[config.mk]
export PLATFORM = sky130hd
export DESIGN_NAME = cpu_status_regs
export DESIGN_NICKNAME = d
export VERILOG_FILES = /design/src/rtl/cpu_regs_pkg.sv /design/src/rtl/cpu_flag_alu.sv /design/src/rtl/cpu_gpr_file.sv /design/src/rtl/cpu_status_regs.sv
export SDC_FILE = /design/constraint.sdc
export NUM_CORES = 1
export LEC_CHECK = 0
export BUFFER_PORTS_ARGS = -buffer_cell sky130_fd_sc_hd__buf_2
export CAP_MARGIN = 20
export CORE_AREA = 2 2 290 292
export DETAILED_ROUTE_END_ITERATION = 8
export DIE_AREA = 0 0 292 294
export PLACE_DENSITY = 0.47
export RECOVER_POWER = 25
export SLEW_MARGIN = 0
export SYNTH_ARGS = -nofsm -noshare
export SYNTH_HDL_FRONTEND = slang
export SYNTH_SLANG_ARGS = --single-unit
[constraint.sdc]
create_clock -name clk_i -period 15.3 [get_ports clk_i]
set_input_delay 2.295 -clock clk_i [delete_from_list [all_inputs] [get_ports clk_i]]
set_output_delay 2.295 -clock clk_i [all_outputs]
set_load 0.02 [all_outputs]
[src/rtl/cpu_regs_pkg.sv]
// Package of constants and carrier types for the processor register and flag datapath
package cpu_regs_pkg;

    // ------------------------------------------------------------
    // Register map (byte offsets on the bus)
    // ------------------------------------------------------------
    localparam logic [7:0] OFS_GPR0       = 8'h00;  // 0x00..0x1c: eight general words
    localparam logic [7:0] OFS_STATUS     = 8'h20;
    localparam logic [7:0] OFS_CODE_SEG   = 8'h24;
    localparam logic [7:0] OFS_DATA_SEG   = 8'h28;
    localparam logic [7:0] OFS_EXTRA_SEG  = 8'h2c;
    localparam logic [7:0] OFS_STACK_SEG  = 8'h30;
    localparam logic [7:0] OFS_INSTR_PTR  = 8'h34;
    localparam logic [7:0] OFS_PINS       = 8'h38;  // Read-only synchronised input lines
    localparam logic [7:0] OFS_FETCH_ADDR = 8'h3c;  // Read-only fetch address
    localparam logic [7:0] OFS_INDEX      = 8'h44;  // Read-only index copies

    // ------------------------------------------------------------
    // Status word layout
    // ------------------------------------------------------------
    localparam int BIT_CARRY  = 0;
    localparam int BIT_PARITY = 2;
    localparam int BIT_AUX    = 4;
    localparam int BIT_ZERO   = 6;
    localparam int BIT_SIGN   = 7;
    localparam int BIT_TRAP   = 8;
    localparam int BIT_IE     = 9;
    localparam int BIT_DIR    = 10;
    localparam int BIT_OVF    = 11;
    localparam logic [15:0] STATUS_MASK  = 16'h0fd5;
    localparam logic [15:0] STATUS_FIXED = 16'h0000;

    // ------------------------------------------------------------
    // Reset values
    // ------------------------------------------------------------
    localparam logic [15:0] RST_CODE_SEG = 16'hffff;
    localparam logic [15:0] RST_ZERO     = 16'h0000;

    // ------------------------------------------------------------
    // Operations and types
    // ------------------------------------------------------------
    localparam int NUM_GPR = 8;
    localparam logic [7:0] TRAP_VECTOR = 8'h01;
    localparam logic [7:0] NMI_VECTOR  = 8'h02;

    typedef enum logic [2:0] {
        OP_ADD = 3'h0,
        OP_SUB = 3'h1,
        OP_AND = 3'h2,
        OP_OR  = 3'h3,
        OP_XOR = 3'h4,
        OP_ADC = 3'h5,
        OP_SBB = 3'h6,
        OP_PASS= 3'h7
    } alu_op_t;

    typedef struct packed {
        logic        valid;     // Execute one instruction's ALU step
        alu_op_t     op;
        logic        byte_op;   // Operate on the low 8 bits
        logic [2:0]  dst;       // Destination general register
        logic        dst_high;  // Byte op writes the high half (regs 0..3)
        logic [15:0] a;
        logic [15:0] b;
        logic        string_step; // Step the selected index register
        logic [2:0]  index_sel;
        logic [15:0] next_ip;   // Instruction pointer after this instruction
    } exec_req_t;

    typedef struct packed {
        logic [15:0] result;
        logic        carry;
        logic        aux;
        logic        ovf;
    } alu_res_t;

    typedef struct packed {
        logic [1:0]  seg_sel;   // 0 extra, 1 code, 2 stack, 3 data
        logic [15:0] offset;
    } addr_req_t;

    typedef enum logic [1:0] {
        SEG_EXTRA = 2'h0,
        SEG_CODE  = 2'h1,
        SEG_STACK = 2'h2,
        SEG_DATA  = 2'h3
    } seg_t;

endpackage

[src/rtl/cpu_flag_alu.sv]
// Combinational ALU producing result and carry, auxiliary carry and overflow
`timescale 1ns/1ps
module cpu_flag_alu (
    input  wire cpu_regs_pkg::alu_op_t  op_i,       // Operation
    input  wire logic                   byte_i,     // Byte width
    input  wire logic [15:0]            a_i,        // Left operand
    input  wire logic [15:0]            b_i,        // Right operand
    input  wire logic                   carry_in_i, // Carry for adc and sbb
    output cpu_regs_pkg::alu_res_t      res_o       // Result and arithmetic flags
);
    logic [16:0] wide;
    logic [4:0]  nib;
    logic        cin;
    logic        sub;
    logic        arith;
    logic        top_a;
    logic        top_b;
    logic        top_r;

    always_comb begin
        sub   = (op_i == cpu_regs_pkg::OP_SUB) || (op_i == cpu_regs_pkg::OP_SBB);
        arith = sub || (op_i == cpu_regs_pkg::OP_ADD) || (op_i == cpu_regs_pkg::OP_ADC);
        cin   = ((op_i == cpu_regs_pkg::OP_ADC) || (op_i == cpu_regs_pkg::OP_SBB))
                && carry_in_i;
        wide  = 17'h00000;
        nib   = 5'h00;
        res_o = '0;
        unique case (op_i)
            cpu_regs_pkg::OP_AND:  wide = {1'b0, a_i & b_i};
            cpu_regs_pkg::OP_OR:   wide = {1'b0, a_i | b_i};
            cpu_regs_pkg::OP_XOR:  wide = {1'b0, a_i ^ b_i};
            cpu_regs_pkg::OP_PASS: wide = {1'b0, b_i};
            default: begin
                if (sub) begin
                    wide = {1'b0, a_i} - {1'b0, b_i} - {16'h0000, cin};
                    nib  = {1'b0, a_i[3:0]} - {1'b0, b_i[3:0]} - {4'h0, cin};
                end else begin
                    wide = {1'b0, a_i} + {1'b0, b_i} + {16'h0000, cin};
                    nib  = {1'b0, a_i[3:0]} + {1'b0, b_i[3:0]} + {4'h0, cin};
                end
            end
        endcase
        // Byte carry comes from bit 8 of the 9-bit sum of zero-extended bytes
        top_a = byte_i ? a_i[7] : a_i[15];
        top_b = (byte_i ? b_i[7] : b_i[15]) ^ sub;
        top_r = byte_i ? wide[7] : wide[15];
        res_o.result = byte_i ? {8'h00, wide[7:0]} : wide[15:0];
        if (arith) begin
            if (byte_i) begin
                res_o.carry = ({1'b0, a_i[7:0]} + (sub ? -{1'b0, b_i[7:0]} - {8'h00, cin}
                              : {1'b0, b_i[7:0]} + {8'h00, cin})) >> 8 != 9'h000;
            end else begin
                res_o.carry = wide[16];
            end
            res_o.aux = nib[4];
            res_o.ovf = (top_a == top_b) && (top_r != top_a);
        end
    end
endmodule // cpu_flag_alu

[src/rtl/cpu_gpr_file.sv]
// Eight 16-bit general registers with byte-half writes and registered read
`timescale 1ns/1ps
module cpu_gpr_file (
    input  wire logic        clk_i,     // Processor clock
    input  wire logic        we_lo_i,   // Write low byte
    input  wire logic        we_hi_i,   // Write high byte
    input  wire logic [2:0]  waddr_i,   // Write register
    input  wire logic [15:0] wdata_i,   // Write data
    input  wire logic [2:0]  raddr_i,   // Read register
    output logic      [15:0] rdata_o    // Registered read data
);
    // No reset: the general registers keep their contents across reset
    logic [15:0] mem [cpu_regs_pkg::NUM_GPR];

    always_ff @(posedge clk_i) begin
        if (we_lo_i) begin
            mem[waddr_i][7:0] <= wdata_i[7:0];
        end
        if (we_hi_i) begin
            mem[waddr_i][15:8] <= wdata_i[15:8];
        end
        rdata_o <= mem[raddr_i];
    end
endmodule // cpu_gpr_file

[src/rtl/cpu_status_regs.sv]
// Top of the processor status flag and segment register datapath with AHB-Lite access
`timescale 1ns/1ps
module cpu_status_regs (
    input  wire logic                    clk_i,        // Processor clock, 50 MHz
    input  wire logic                    reset_i,      // Asynchronous reset, active high
    // AHB-Lite slave
    input  wire logic                    hsel_i,       // Slave select
    input  wire logic [31:0]             haddr_i,      // Address
    input  wire logic [1:0]              htrans_i,     // Transfer type
    input  wire logic                    hwrite_i,     // Write
    input  wire logic [2:0]              hsize_i,      // Size
    input  wire logic [31:0]             hwdata_i,     // Write data
    input  wire logic                    hready_i,     // Bus ready
    output logic      [31:0]             hrdata_o,     // Read data
    output logic                         hreadyout_o,  // Slave ready
    output logic                         hresp_o,      // Response, always OKAY
    // Execution unit
    input  wire cpu_regs_pkg::exec_req_t exec_i,       // Instruction step
    input  wire cpu_regs_pkg::addr_req_t addr_i,       // Operand address request
    input  wire logic                    irq_ack_i,    // Maskable request taken
    // Pins
    input  wire logic                    maskable_irq_input_i, // Maskable request pin
    input  wire logic                    nmi_input_i,  // Non-maskable request pin
    input  wire logic                    test_input_i, // Wait-instruction test pin
    // Results
    output logic      [19:0]             fetch_addr_o, // Physical code fetch address
    output logic      [19:0]             phys_addr_o,  // Physical operand address
    output logic      [15:0]             status_o,     // Processor status word
    output logic                         irq_take_o,   // Maskable request accepted
    output logic                         trap_take_o,  // Single-step trap due
    output logic      [7:0]              vector_o,     // Vector of taken trap or nmi
    output logic                         test_o        // Synchronised test line
);

    // ------------------------------------------------------------
    // State
    // ------------------------------------------------------------
    typedef struct packed {
        logic [15:0] status;
        logic [15:0] code_seg;
        logic [15:0] data_seg;
        logic [15:0] extra_seg;
        logic [15:0] stack_seg;
        logic [15:0] ip;
        logic [1:0][15:0] index_ptr;  // Source and destination index copies
        logic [1:0]  irq_sync;
        logic [1:0]  nmi_sync;
        logic [1:0]  test_sync;
        logic        nmi_prev;
        logic        aphase;
        logic        awrite;
        logic [7:0]  aaddr;
        logic        rd_gpr;
        logic [31:0] hrdata;
        logic [19:0] fetch_addr;
        logic [19:0] phys_addr;
        logic        irq_take;
        logic        trap_take;
        logic [7:0]  vector;
    } state_t;

    state_t st_r;
    state_t st_nxt;

    cpu_regs_pkg::alu_res_t alu_res;
    logic [15:0]            gpr_rdata;
    logic                   gpr_we_lo;
    logic                   gpr_we_hi;
    logic [2:0]             gpr_waddr;
    logic [15:0]            gpr_wdata;
    logic [2:0]             gpr_raddr;

    function automatic logic [19:0] phys(input logic [15:0] seg, input logic [15:0] ofs);
        phys = {seg, 4'h0} + {4'h0, ofs};   // Wraps at 1 MByte
    endfunction

    function automatic logic [15:0] clean_status(input logic [15:0] v);
        clean_status = (v & cpu_regs_pkg::STATUS_MASK) |
                       cpu_regs_pkg::STATUS_FIXED;
    endfunction

    function automatic logic [15:0] seg_of(input state_t s, input logic [1:0] sel);
        unique case (sel)
            cpu_regs_pkg::SEG_EXTRA: seg_of = s.extra_seg;
            cpu_regs_pkg::SEG_CODE:  seg_of = s.code_seg;
            cpu_regs_pkg::SEG_STACK: seg_of = s.stack_seg;
            default:                 seg_of = s.data_seg;
        endcase
    endfunction

    cpu_flag_alu u_alu (
        .op_i       (exec_i.op),
        .byte_i     (exec_i.byte_op),
        .a_i        (exec_i.a),
        .b_i        (exec_i.b),
        .carry_in_i (st_r.status[cpu_regs_pkg::BIT_CARRY]),
        .res_o      (alu_res)
    );

    cpu_gpr_file u_gpr (
        .clk_i   (clk_i),
        .we_lo_i (gpr_we_lo),
        .we_hi_i (gpr_we_hi),
        .waddr_i (gpr_waddr),
        .wdata_i (gpr_wdata),
        .raddr_i (gpr_raddr),
        .rdata_o (gpr_rdata)
    );

    // ------------------------------------------------------------
    // Next-state logic
    // ------------------------------------------------------------
    logic        bus_wr;
    logic [15:0] wd;
    logic [15:0] r8;
    logic        nmi_edge;
    logic        is_zero;

    always_comb begin
        st_nxt    = st_r;
        gpr_we_lo = 1'b0;
        gpr_we_hi = 1'b0;
        gpr_waddr = exec_i.dst;
        gpr_wdata = alu_res.result;
        gpr_raddr = haddr_i[4:2];
        wd        = hwdata_i[15:0];
        r8        = 16'h0000;
        is_zero   = 1'b0;

        // Pins pass two flops; stage one feeds only stage two
        st_nxt.irq_sync  = {st_r.irq_sync[0], maskable_irq_input_i};
        st_nxt.nmi_sync  = {st_r.nmi_sync[0], nmi_input_i};
        st_nxt.test_sync = {st_r.test_sync[0], test_input_i};
        st_nxt.nmi_prev  = st_r.nmi_sync[1];
        nmi_edge = st_r.nmi_sync[1] && !st_r.nmi_prev;

        // Bus address phase; this slave is always ready
        st_nxt.rd_gpr = 1'b0;
        if (hready_i) begin
            st_nxt.aphase = hsel_i && htrans_i[1];
            st_nxt.awrite = hwrite_i;
            st_nxt.aaddr  = haddr_i[7:0];
            if (hsel_i && htrans_i[1] && !hwrite_i && haddr_i[7:0] < cpu_regs_pkg::OFS_STATUS)
                st_nxt.rd_gpr = 1'b1;
        end
        bus_wr = st_r.aphase && st_r.awrite;

        // Instruction step: flags from the result
        st_nxt.irq_take  = 1'b0;
        st_nxt.trap_take = 1'b0;
        if (exec_i.valid) begin
            if (exec_i.op != cpu_regs_pkg::OP_PASS) begin
                r8      = alu_res.result;
                is_zero = exec_i.byte_op ? (r8[7:0] == 8'h00) : (r8 == 16'h0000);
                st_nxt.status[cpu_regs_pkg::BIT_CARRY]  = alu_res.carry;
                st_nxt.status[cpu_regs_pkg::BIT_PARITY] = ~^r8[7:0];
                st_nxt.status[cpu_regs_pkg::BIT_AUX]    = alu_res.aux;
                st_nxt.status[cpu_regs_pkg::BIT_ZERO]   = is_zero;
                st_nxt.status[cpu_regs_pkg::BIT_SIGN]   =
                    exec_i.byte_op ? r8[7] : r8[15];
                st_nxt.status[cpu_regs_pkg::BIT_OVF]    = alu_res.ovf;
            end
            gpr_we_lo = !(exec_i.byte_op && exec_i.dst_high);
            gpr_we_hi = !exec_i.byte_op || exec_i.dst_high;
            if (exec_i.byte_op && exec_i.dst_high)
                gpr_wdata = {alu_res.result[7:0], 8'h00};
            st_nxt.ip = exec_i.next_ip;
            // String step: decrement when direction set, else increment
            if (exec_i.string_step) begin
                st_nxt.index_ptr[exec_i.index_sel[0]] =
                    st_r.status[cpu_regs_pkg::BIT_DIR] ?
                    st_r.index_ptr[exec_i.index_sel[0]] - 16'h0001 :
                    st_r.index_ptr[exec_i.index_sel[0]] + 16'h0001;
            end
            // Trap fires after the instruction that began with the flag set
            if (st_r.status[cpu_regs_pkg::BIT_TRAP]) begin
                st_nxt.trap_take = 1'b1;
                st_nxt.vector    = cpu_regs_pkg::TRAP_VECTOR;
                st_nxt.status[cpu_regs_pkg::BIT_TRAP] = 1'b0;
                st_nxt.status[cpu_regs_pkg::BIT_IE]   = 1'b0;
            end
        end

        // Maskable request is accepted only with interrupts enabled
        if (st_r.irq_sync[1] && st_r.status[cpu_regs_pkg::BIT_IE] && !st_nxt.trap_take
            && !irq_ack_i)
            st_nxt.irq_take = 1'b1;
        if (irq_ack_i && st_r.irq_take)
            st_nxt.status[cpu_regs_pkg::BIT_IE] = 1'b0;
        if (nmi_edge && !st_nxt.trap_take)
            st_nxt.vector = cpu_regs_pkg::NMI_VECTOR;

        // Bus writes; pins are not writable, so the pin word ignores writes
        if (bus_wr) begin
            if (st_r.aaddr < cpu_regs_pkg::OFS_STATUS) begin
                gpr_we_lo = 1'b1;
                gpr_we_hi = 1'b1;
                gpr_waddr = st_r.aaddr[4:2];
                gpr_wdata = wd;
            end
            unique case (st_r.aaddr)
                cpu_regs_pkg::OFS_STATUS:    st_nxt.status    = wd;
                cpu_regs_pkg::OFS_CODE_SEG:  st_nxt.code_seg  = wd;
                cpu_regs_pkg::OFS_DATA_SEG:  st_nxt.data_seg  = wd;
                cpu_regs_pkg::OFS_EXTRA_SEG: st_nxt.extra_seg = wd;
                cpu_regs_pkg::OFS_STACK_SEG: st_nxt.stack_seg = wd;
                cpu_regs_pkg::OFS_INSTR_PTR: st_nxt.ip        = wd;
                default: ;
            endcase
        end
        st_nxt.status = clean_status(st_nxt.status);

        // Addresses
        st_nxt.fetch_addr = phys(st_nxt.code_seg, st_nxt.ip);
        st_nxt.phys_addr  = phys(seg_of(st_r, addr_i.seg_sel), addr_i.offset);

        // Read data
        st_nxt.hrdata = 32'h00000000;
        if (hready_i && hsel_i && htrans_i[1] && !hwrite_i) begin
            unique case (haddr_i[7:0])
                cpu_regs_pkg::OFS_STATUS:     st_nxt.hrdata = {16'h0000, st_r.status};
                cpu_regs_pkg::OFS_CODE_SEG:   st_nxt.hrdata = {16'h0000, st_r.code_seg};
                cpu_regs_pkg::OFS_DATA_SEG:   st_nxt.hrdata = {16'h0000, st_r.data_seg};
                cpu_regs_pkg::OFS_EXTRA_SEG:  st_nxt.hrdata = {16'h0000, st_r.extra_seg};
                cpu_regs_pkg::OFS_STACK_SEG:  st_nxt.hrdata = {16'h0000, st_r.stack_seg};
                cpu_regs_pkg::OFS_INSTR_PTR:  st_nxt.hrdata = {16'h0000, st_r.ip};
                cpu_regs_pkg::OFS_PINS:       st_nxt.hrdata = {29'h00000000,
                    st_r.test_sync[1], st_r.nmi_sync[1], st_r.irq_sync[1]};
                cpu_regs_pkg::OFS_FETCH_ADDR: st_nxt.hrdata = {12'h000, st_r.fetch_addr};
                cpu_regs_pkg::OFS_INDEX:      st_nxt.hrdata = st_r.index_ptr;
                default: ;
            endcase
        end
    end

    // ------------------------------------------------------------
    // Registers
    // ------------------------------------------------------------
    always_ff @(posedge clk_i or posedge reset_i) begin
        if (reset_i) begin
            st_r           <= '0;
            st_r.code_seg  <= cpu_regs_pkg::RST_CODE_SEG;
            st_r.status    <= cpu_regs_pkg::RST_ZERO;
            st_r.fetch_addr <= {cpu_regs_pkg::RST_CODE_SEG, 4'h0};
        end else begin
            st_r <= st_nxt;
        end
    end

    // General-register reads come from the file's own output register
    assign hrdata_o     = st_r.rd_gpr ? {16'h0000, gpr_rdata} : st_r.hrdata;
    assign hreadyout_o  = 1'b1;
    assign hresp_o      = 1'b0;
    assign fetch_addr_o = st_r.fetch_addr;
    assign phys_addr_o  = st_r.phys_addr;
    assign status_o     = st_r.status;
    assign irq_take_o   = st_r.irq_take;
    assign trap_take_o  = st_r.trap_take;
    assign vector_o     = st_r.vector;
    assign test_o       = st_r.test_sync[1];

endmodule // cpu_status_regs

* Word level (Yosys, flattened, before mapping)
Memory sizes are Yosys's and may differ from the RTL's. A register that Yosys moved wholly into a read port is not among the register bits.
Index checks and enable logic that the tools add are counted.
** Word-level totals
- Bits in registers :: 221
- Bits in writable memories :: 128
- Output and inout port bits :: 101
- Memories :: 1
** Cells by class
- Add/subtract/negate cells :: 16
- Order comparisons :: 4
- Equal/unequal tests :: 27
- Multiplexer cells :: 66
- Bitwise gates (word level) :: 4
- Reductions and logical operators :: 42
** Memory list
- u_gpr.mem :: words 8, width 16, rd ports 1, clocked after memory_dff 1, wr ports 1, RTL line cpu_gpr_file.sv:13 : logic [15:0] mem [cpu_regs_pkg::NUM_GPR];
** Operators by type and width (count)
- $pmux W32 S9 :: 1
- $mux W16 :: 14
- $eq A8 B6 Y1 const B :: 14
- $mux W32 :: 3
- $mux W92 :: 1
- $pmux W17 S4 :: 1
- $mux W48 :: 1
- $pmux W16 S3 :: 1
- $add A20 B16 Y20 :: 2
- $bwmux W32 :: 1
- $mux W1 :: 28
- $mux W9 :: 3
- $add A16 B16 Y17 :: 1
- $add A17 B1 Y17 :: 1
- $logic_and A1 B1 Y1 :: 17
- $mux W17 :: 1
- $sub A16 B16 Y17 :: 1
- $sub A17 B1 Y17 :: 1
- $add A16 B1 Y16 const B :: 1
- $and A16 B16 Y16 :: 1
- $demux W16 S1 :: 1
- $logic_not A16 Y1 :: 1
- $lt A8 B6 Y1 const B :: 2
- $or A16 B16 Y16 :: 1
- 37 further kinds :: 60

* Longest topological paths before layout
- Depth in word-level cells :: 15
- Mapped depth :: 22
- Gate-level depth less buffers :: 19

* Cells and area by module
From an unflattened synthesis, not the netlist that was laid out.
** Second synthesis, totals
- Cell total of the unflattened synthesis :: 1869
- Area, all modules :: 21001.4 sq um
** Modules (own cells, without submodules)
- cpu_status_regs :: instances 1, cells an instance 1142, area each 12099.1 sq um, seq. area each 5320.1 sq um
- cpu_gpr_file :: instances 1, cells an instance 224, area each 5336.4 sq um, seq. area each 4164.0 sq um
- cpu_flag_alu :: instances 1, cells an instance 503, area each 3565.9 sq um, seq. area each 0.0 sq um

* Least setup slack after synthesis
OpenSTA, ideal clock, no wires.
- Path type :: input to register
- From :: input port exec_i[57] (netlist bit)
- To :: memory u_gpr.mem[0][11] (data pin)
- Arrival time :: 5.920 ns
- Required time :: 15.035 ns
- Path slack :: 9.115 ns
- Cell stages on the path :: 16
- Cells stage by stage :: buf_2 buf_1 buf_1 xor2_1 nand3_1 fa_1 ha_1 a211oi_1 o211ai_1 a31oi_1 o21ai_1 xnor2_1 a2111o_1 a21oi_1 a21oi_1 o21ai_0
** Between the ends
- Longest elaborated chain between the ends :: 11
- Elaborated cells between the ends (all ways) :: 19
- Classes of those cells :: add/sub: 2; eq/ne: 7; mux: 7; reduce/logical: 3
** Ends and longest elaborated chain
- start, declared :: RTL line cpu_status_regs.sv:18 : input wire cpu_regs_pkg::exec_req_t exec_i,
- $eq A3 B3 Y1, on equally long branches :: RTL line cpu_flag_alu.sv:23, cpu_flag_alu.sv:21
- $logic_or A1 B1 Y1 :: RTL line cpu_flag_alu.sv:23 : cin = ((op_i == cpu_regs_pkg::OP_ADC) || (op_i == cpu_regs_pkg::OP_SBB))
- $logic_and A1 B1 Y1 :: RTL line cpu_flag_alu.sv:24 : && carry_in_i;
- $add A17 B1 Y17 / $sub A17 B1 Y17 (equally long branches) :: RTL line cpu_flag_alu.sv:38, cpu_flag_alu.sv:35
- $mux W17 :: RTL line cpu_flag_alu.sv:34 : if (sub) begin
- $pmux W17 S4 * :: RTL line cpu_flag_alu.sv:28 : unique case (op_i)
- $mux W16 * :: RTL line cpu_flag_alu.sv:47 : res_o.result = byte_i ? {8'h00, wide[7:0]} : wide[15:0];
- $mux W16 :: RTL line cpu_status_regs.sv:165 : if (exec_i.byte_op && exec_i.dst_high)
- $mux W16 * :: RTL line cpu_status_regs.sv:151 : if (exec_i.valid) begin
- $mux W16 :: RTL line cpu_status_regs.sv:195 : if (st_r.aaddr < cpu_regs_pkg::OFS_STATUS) begin
- $mux W16 * :: RTL line cpu_status_regs.sv:194 : if (bus_wr) begin
- via gpr_wdata[11] :: RTL line cpu_status_regs.sv:70 : logic [15:0] gpr_wdata;
- end, declared :: RTL line cpu_gpr_file.sv:13
Mark *: on every way through the listed nets, which the timed path passes. The rest lies on a longest branch.

==> results.txt <==
The number of buffers created by CTS was 44. For this design the top-level I/O count stands at 258. The run gives 46.1% as the proportion of synthesized chip area in sequential cells. The count of buffers from port buffering is 196, and the synthesized area divided by synthesized cell count is 11.3 sq um. Sink count of the clock tree: 355.

The total congestion overflow is 0. Hold repair after CTS inserted 0 buffers. Entering global routing, the biggest net connects 136 pins. The synthesized design contains 128 enable-type register cells. For the detailed-placement wirelength estimate, the log shows 48.8 mm. After synthesis, the share of flip-flops with an asynchronous set or reset is 59.4%.

In this run switching power makes up 31.2% of total power. The worst hold-check path type is reg2reg. The run gives 2985 as the count of placed standard cells including taps. The width of the die works out to 292 um. Traced cell by cell, the critical path runs through buf_2, clkbuf_1, mux2i_1, o21ai_0, ha_1, inv_1, fa_1, nor2b_1, o21ai_0, a21boi_0, o21ai_0, a21boi_0, o2111ai_1, a31oi_1, nand2_1, xnor2_1. The die is 294 um tall. In the finished design, the share of the clock period the worst path needs comes to 45.7%. The number of global-route vias before repair was 14900. The largest stage delay on the critical path is 1.90 ns. The checks that failed: capacitance limit, slew limit. For the maximum clock frequency, the log shows 143 MHz.

Global routing used 15.2% of the available tracks across all layers. The logs give 213 for the number of max-slew violations in the final report and 23800 sq um for the area of all placed cells without fillers. Across all layers, the routed design uses 14900 vias.

Synthesized instance count: 1817. The initial antenna violation count was 14. The final core utilization was 28.7%. Critical path endpoint category: a flip-flop.

The routed design has 66.4 mm of wire. The cell repeated most along the worst path was o21ai_0. The number of synthesized register bits is 355, and the peak supply drop is 0.0879 mV. Subtracting the final worst setup slack from the clock period gives 7.00 ns. For this block, wires on met1 add up to 29.7 mm. The tools report the data arrival time of the critical path as 7.50 ns. In this design, the largest share of critical-path delay is due to buffers and inverters. Peak fanout along the critical path: 26. The multi-input combinational cells in the finished layout cover a total of 9930 sq um. Adding up every negative setup slack in the final design gives 0 ns.

The wire length of the first global-routing pass was 97.9 mm. The floorplan step defined a die boundary enclosing 85800 sq um. The number of nets in the finished design is 2246.

The met2 wire length is 30.4 mm. In the post-synthesis netlist, the biggest area contributors are dfrtp_1 (22%), edfxtp_1 (19%), ha_1 (7.7%). Sum of internal, switching and leakage power: 2920 uW. Setup repair after global routing left no endpoint under its margin. The number of gates resized after CTS was 0. For the number of search-and-repair iterations in the first detailed-routing pass, the log shows 7.

In the routed design, unresolved DRC markers number 0. The clock tree synthesis step divided the H-tree into 2 levels. After clock tree synthesis, the clock-pin slew on the worst setup and hold paths is 0.06 ns. The power density over the cells is 123 nW/um^2. The logs give 0 for the setup-violating endpoint count in the final report and 4.70 mm for the total met3 wirelength after detailed routing. Once placement finished, the instance area stood at 22300 sq um. The fraction of layout instances using a drive strength above 1 is 25.6%, and the power share of the combinational group is 23.4%. The critical path required time was 15.80 ns; the netlist area before placement was 20600 sq um.

The sequential fraction of design power was 39.9%. The transition time at the pin with the least slew margin is 6.11 ns. The number of fill cells in the layout is 8555. TritonCTS built the clock tree. Max-cap violations in this run came to 3.

The count of nets left with antenna violations once routing finished came out at 0. The tools report the clock latency at the later pin of the worst-skew pair as 0.59 ns. Relative to the synthesized area, the layout overhead comes to 15.6%. Critical path start-end classification: in2reg. The floorplan has 106 rows. The unique cell type count in the Yosys netlist was 91; the portion of synthesized cell area occupied by the leading cell type was 21.8%.

On the critical path, the stage with the largest delay is an instance of clkbuf_1. Measured against its own limit, the worst slew margin works out to -310%. The logs give 3 for the maximum buffer depth of the clock tree and 3075 for the final cell count without fillers. The analysis attributes to cell leakage a power of 0.0100 uW.

After the first detailed-routing iteration, the DRC count stood at 1238. In this run the post-CTS setup repair buffer count came out at 0. Highest routing layer actually used: met5.

Dividing the detail-routed via count by the number of cells gives 4.83. The worst setup path is launched from an input pin. Sorting the synthesized cells by how often they occur yields dfrtp_1 (179), nand2_1 (145), mux2_2 (134). The internal power of the cells totals 2010 uW.

The sequential standard cell area was 9480 sq um. The most frequently used flop master after synthesis is dfrtp_1. The logs give 82900 sq um for the placeable core region and 0 for the number of failing hold endpoints at the final stage.

The flow ran to the end, but the final reports show violations. Dividing the detail-routed wire length by the instance count gives 21.6 um. On the final layout, the worst clock skew is 0.0316 ns. Cell with the most instances after synthesis: dfrtp_1. The tree is rooted in a clkbuf_16. Routability-driven placement finished with a final weighted congestion of 0.863. Of all cell types, the one taking the most synthesized area is dfrtp_1. For this run, the number of Yosys warnings is 0. The initial utilization of the core area, before any placement, comes to 24.8%.

The number of buffers and inverters on the critical path is 3. Summed over all nets, the switching power comes to 911 uW. The clock network accounts for 36.7% of the total power.
metal layers:
layer	vias to the layer above	GRT usage, %
met5	-	0
met4	18	3.88
met3	92	3.58
met2	464	24.4
met1	7443	20.6
li1	6849	-
sequential cells by signal, summed over array words and instances (netlist names):
name / cells
fetch_addr_o: 20
u_gpr.mem: 128
st_nxt: 4
u_gpr.rdata_o: 16
vector_o: 2
phys_addr_o: 20
irq_take_o: 1
test_o: 1
trap_take_o: 1
status_o: 9
st_r: 153
path summary, 6_finish.rpt:
check	from	to	slack, ns	cells past startpoint
max in group asynchronous	reset_i	fetch_addr_o[8]$_DFF_PP1_	8.85	4
worst max register to register	st_r[90]$_DFFE_PP0P_	fetch_addr_o[18]$_DFF_PP1_	9.58	18
worst min-delay path	st_nxt[97]$_DFF_PP0_	st_nxt[93]$_DFF_PP0_	0.35	0
worst max-delay path	exec_i[60]	fetch_addr_o[18]$_DFF_PP1_	8.30	16
worst min register to register	st_nxt[97]$_DFF_PP0_	st_nxt[93]$_DFF_PP0_	0.35	0
min in group asynchronous	reset_i	st_r[80]$_DFF_PP0_	3.65	2
kinds of logic (layout without fill, tap and decap cells):
kind of cell / Yosys count / after routing / synth area share (%)
AO/OA/AOI/OAI: 400 / 400 / 12.7
XOR/XNOR: 85 / 85 / 3.62
adder cells (fa/ha/maj): 134 / 134 / 8.40
buffers and inverters: 237 / 398 / 5.80
flip-flops: 355 / 355 / 46.1
multiplexers: 222 / 222 / 14.6
other: 2 / 19 / 0.0365
AND/OR/NAND/NOR: 382 / 382 / 8.79
cell type report:
class | count | share of cell area (%)
antenna | 4 | 0.0420
clock buffer | 63 | 5.53
clock inverter | 19 | 0.815
inverter | 100 | 1.58
multi-input combinational | 1238 | 41.7
sequential | 355 | 39.8
tap | 1080 | 5.68
timing repair buffer | 216 | 4.78
cell usage in the layout (no fill, tap or decap), types with 16 or more instances in the layout:
master     count
xor2_1        21
mux4_2        48
o21ai_0      121
and2_1        21
a222oi_1      18
dfstp_2       32
nand2_1      145
nand2b_1      16
edfxtp_1     128
nor2_1        89
a21o_1        24
ha_1         127
nor2b_1       21
a21oi_1       80
dfrtp_1      179
mux2i_1       39
nor3_1        28
mux2_2       122
nand3_1       16
a31oi_1       23
buf_2        195
inv_1         99
dfxtp_1       16
a22oi_1       17
xnor2_1       64
clkbuf_16     47
power groups by stage:
stage	registers, uW	clock network (uW)	logic, uW
global route	1170	1140	764
detailed placement	1180	0	680
CTS	1170	1100	684
floorplan	1140	0	529
global placement	1180	0	670
finish	1170	1070	684
metrics by stage:
step / setup slack [ns] / hold WS, ns
global placement: 8.24 / 0.331
detailed placement: 8.20 / 0.337
CTS: 8.77 / 0.348
floorplan: 7.29 / 0.331
finish: 8.30 / 0.345
global route: 7.78 / 0.354
Note: power is estimated with default switching activity, not from simulation.
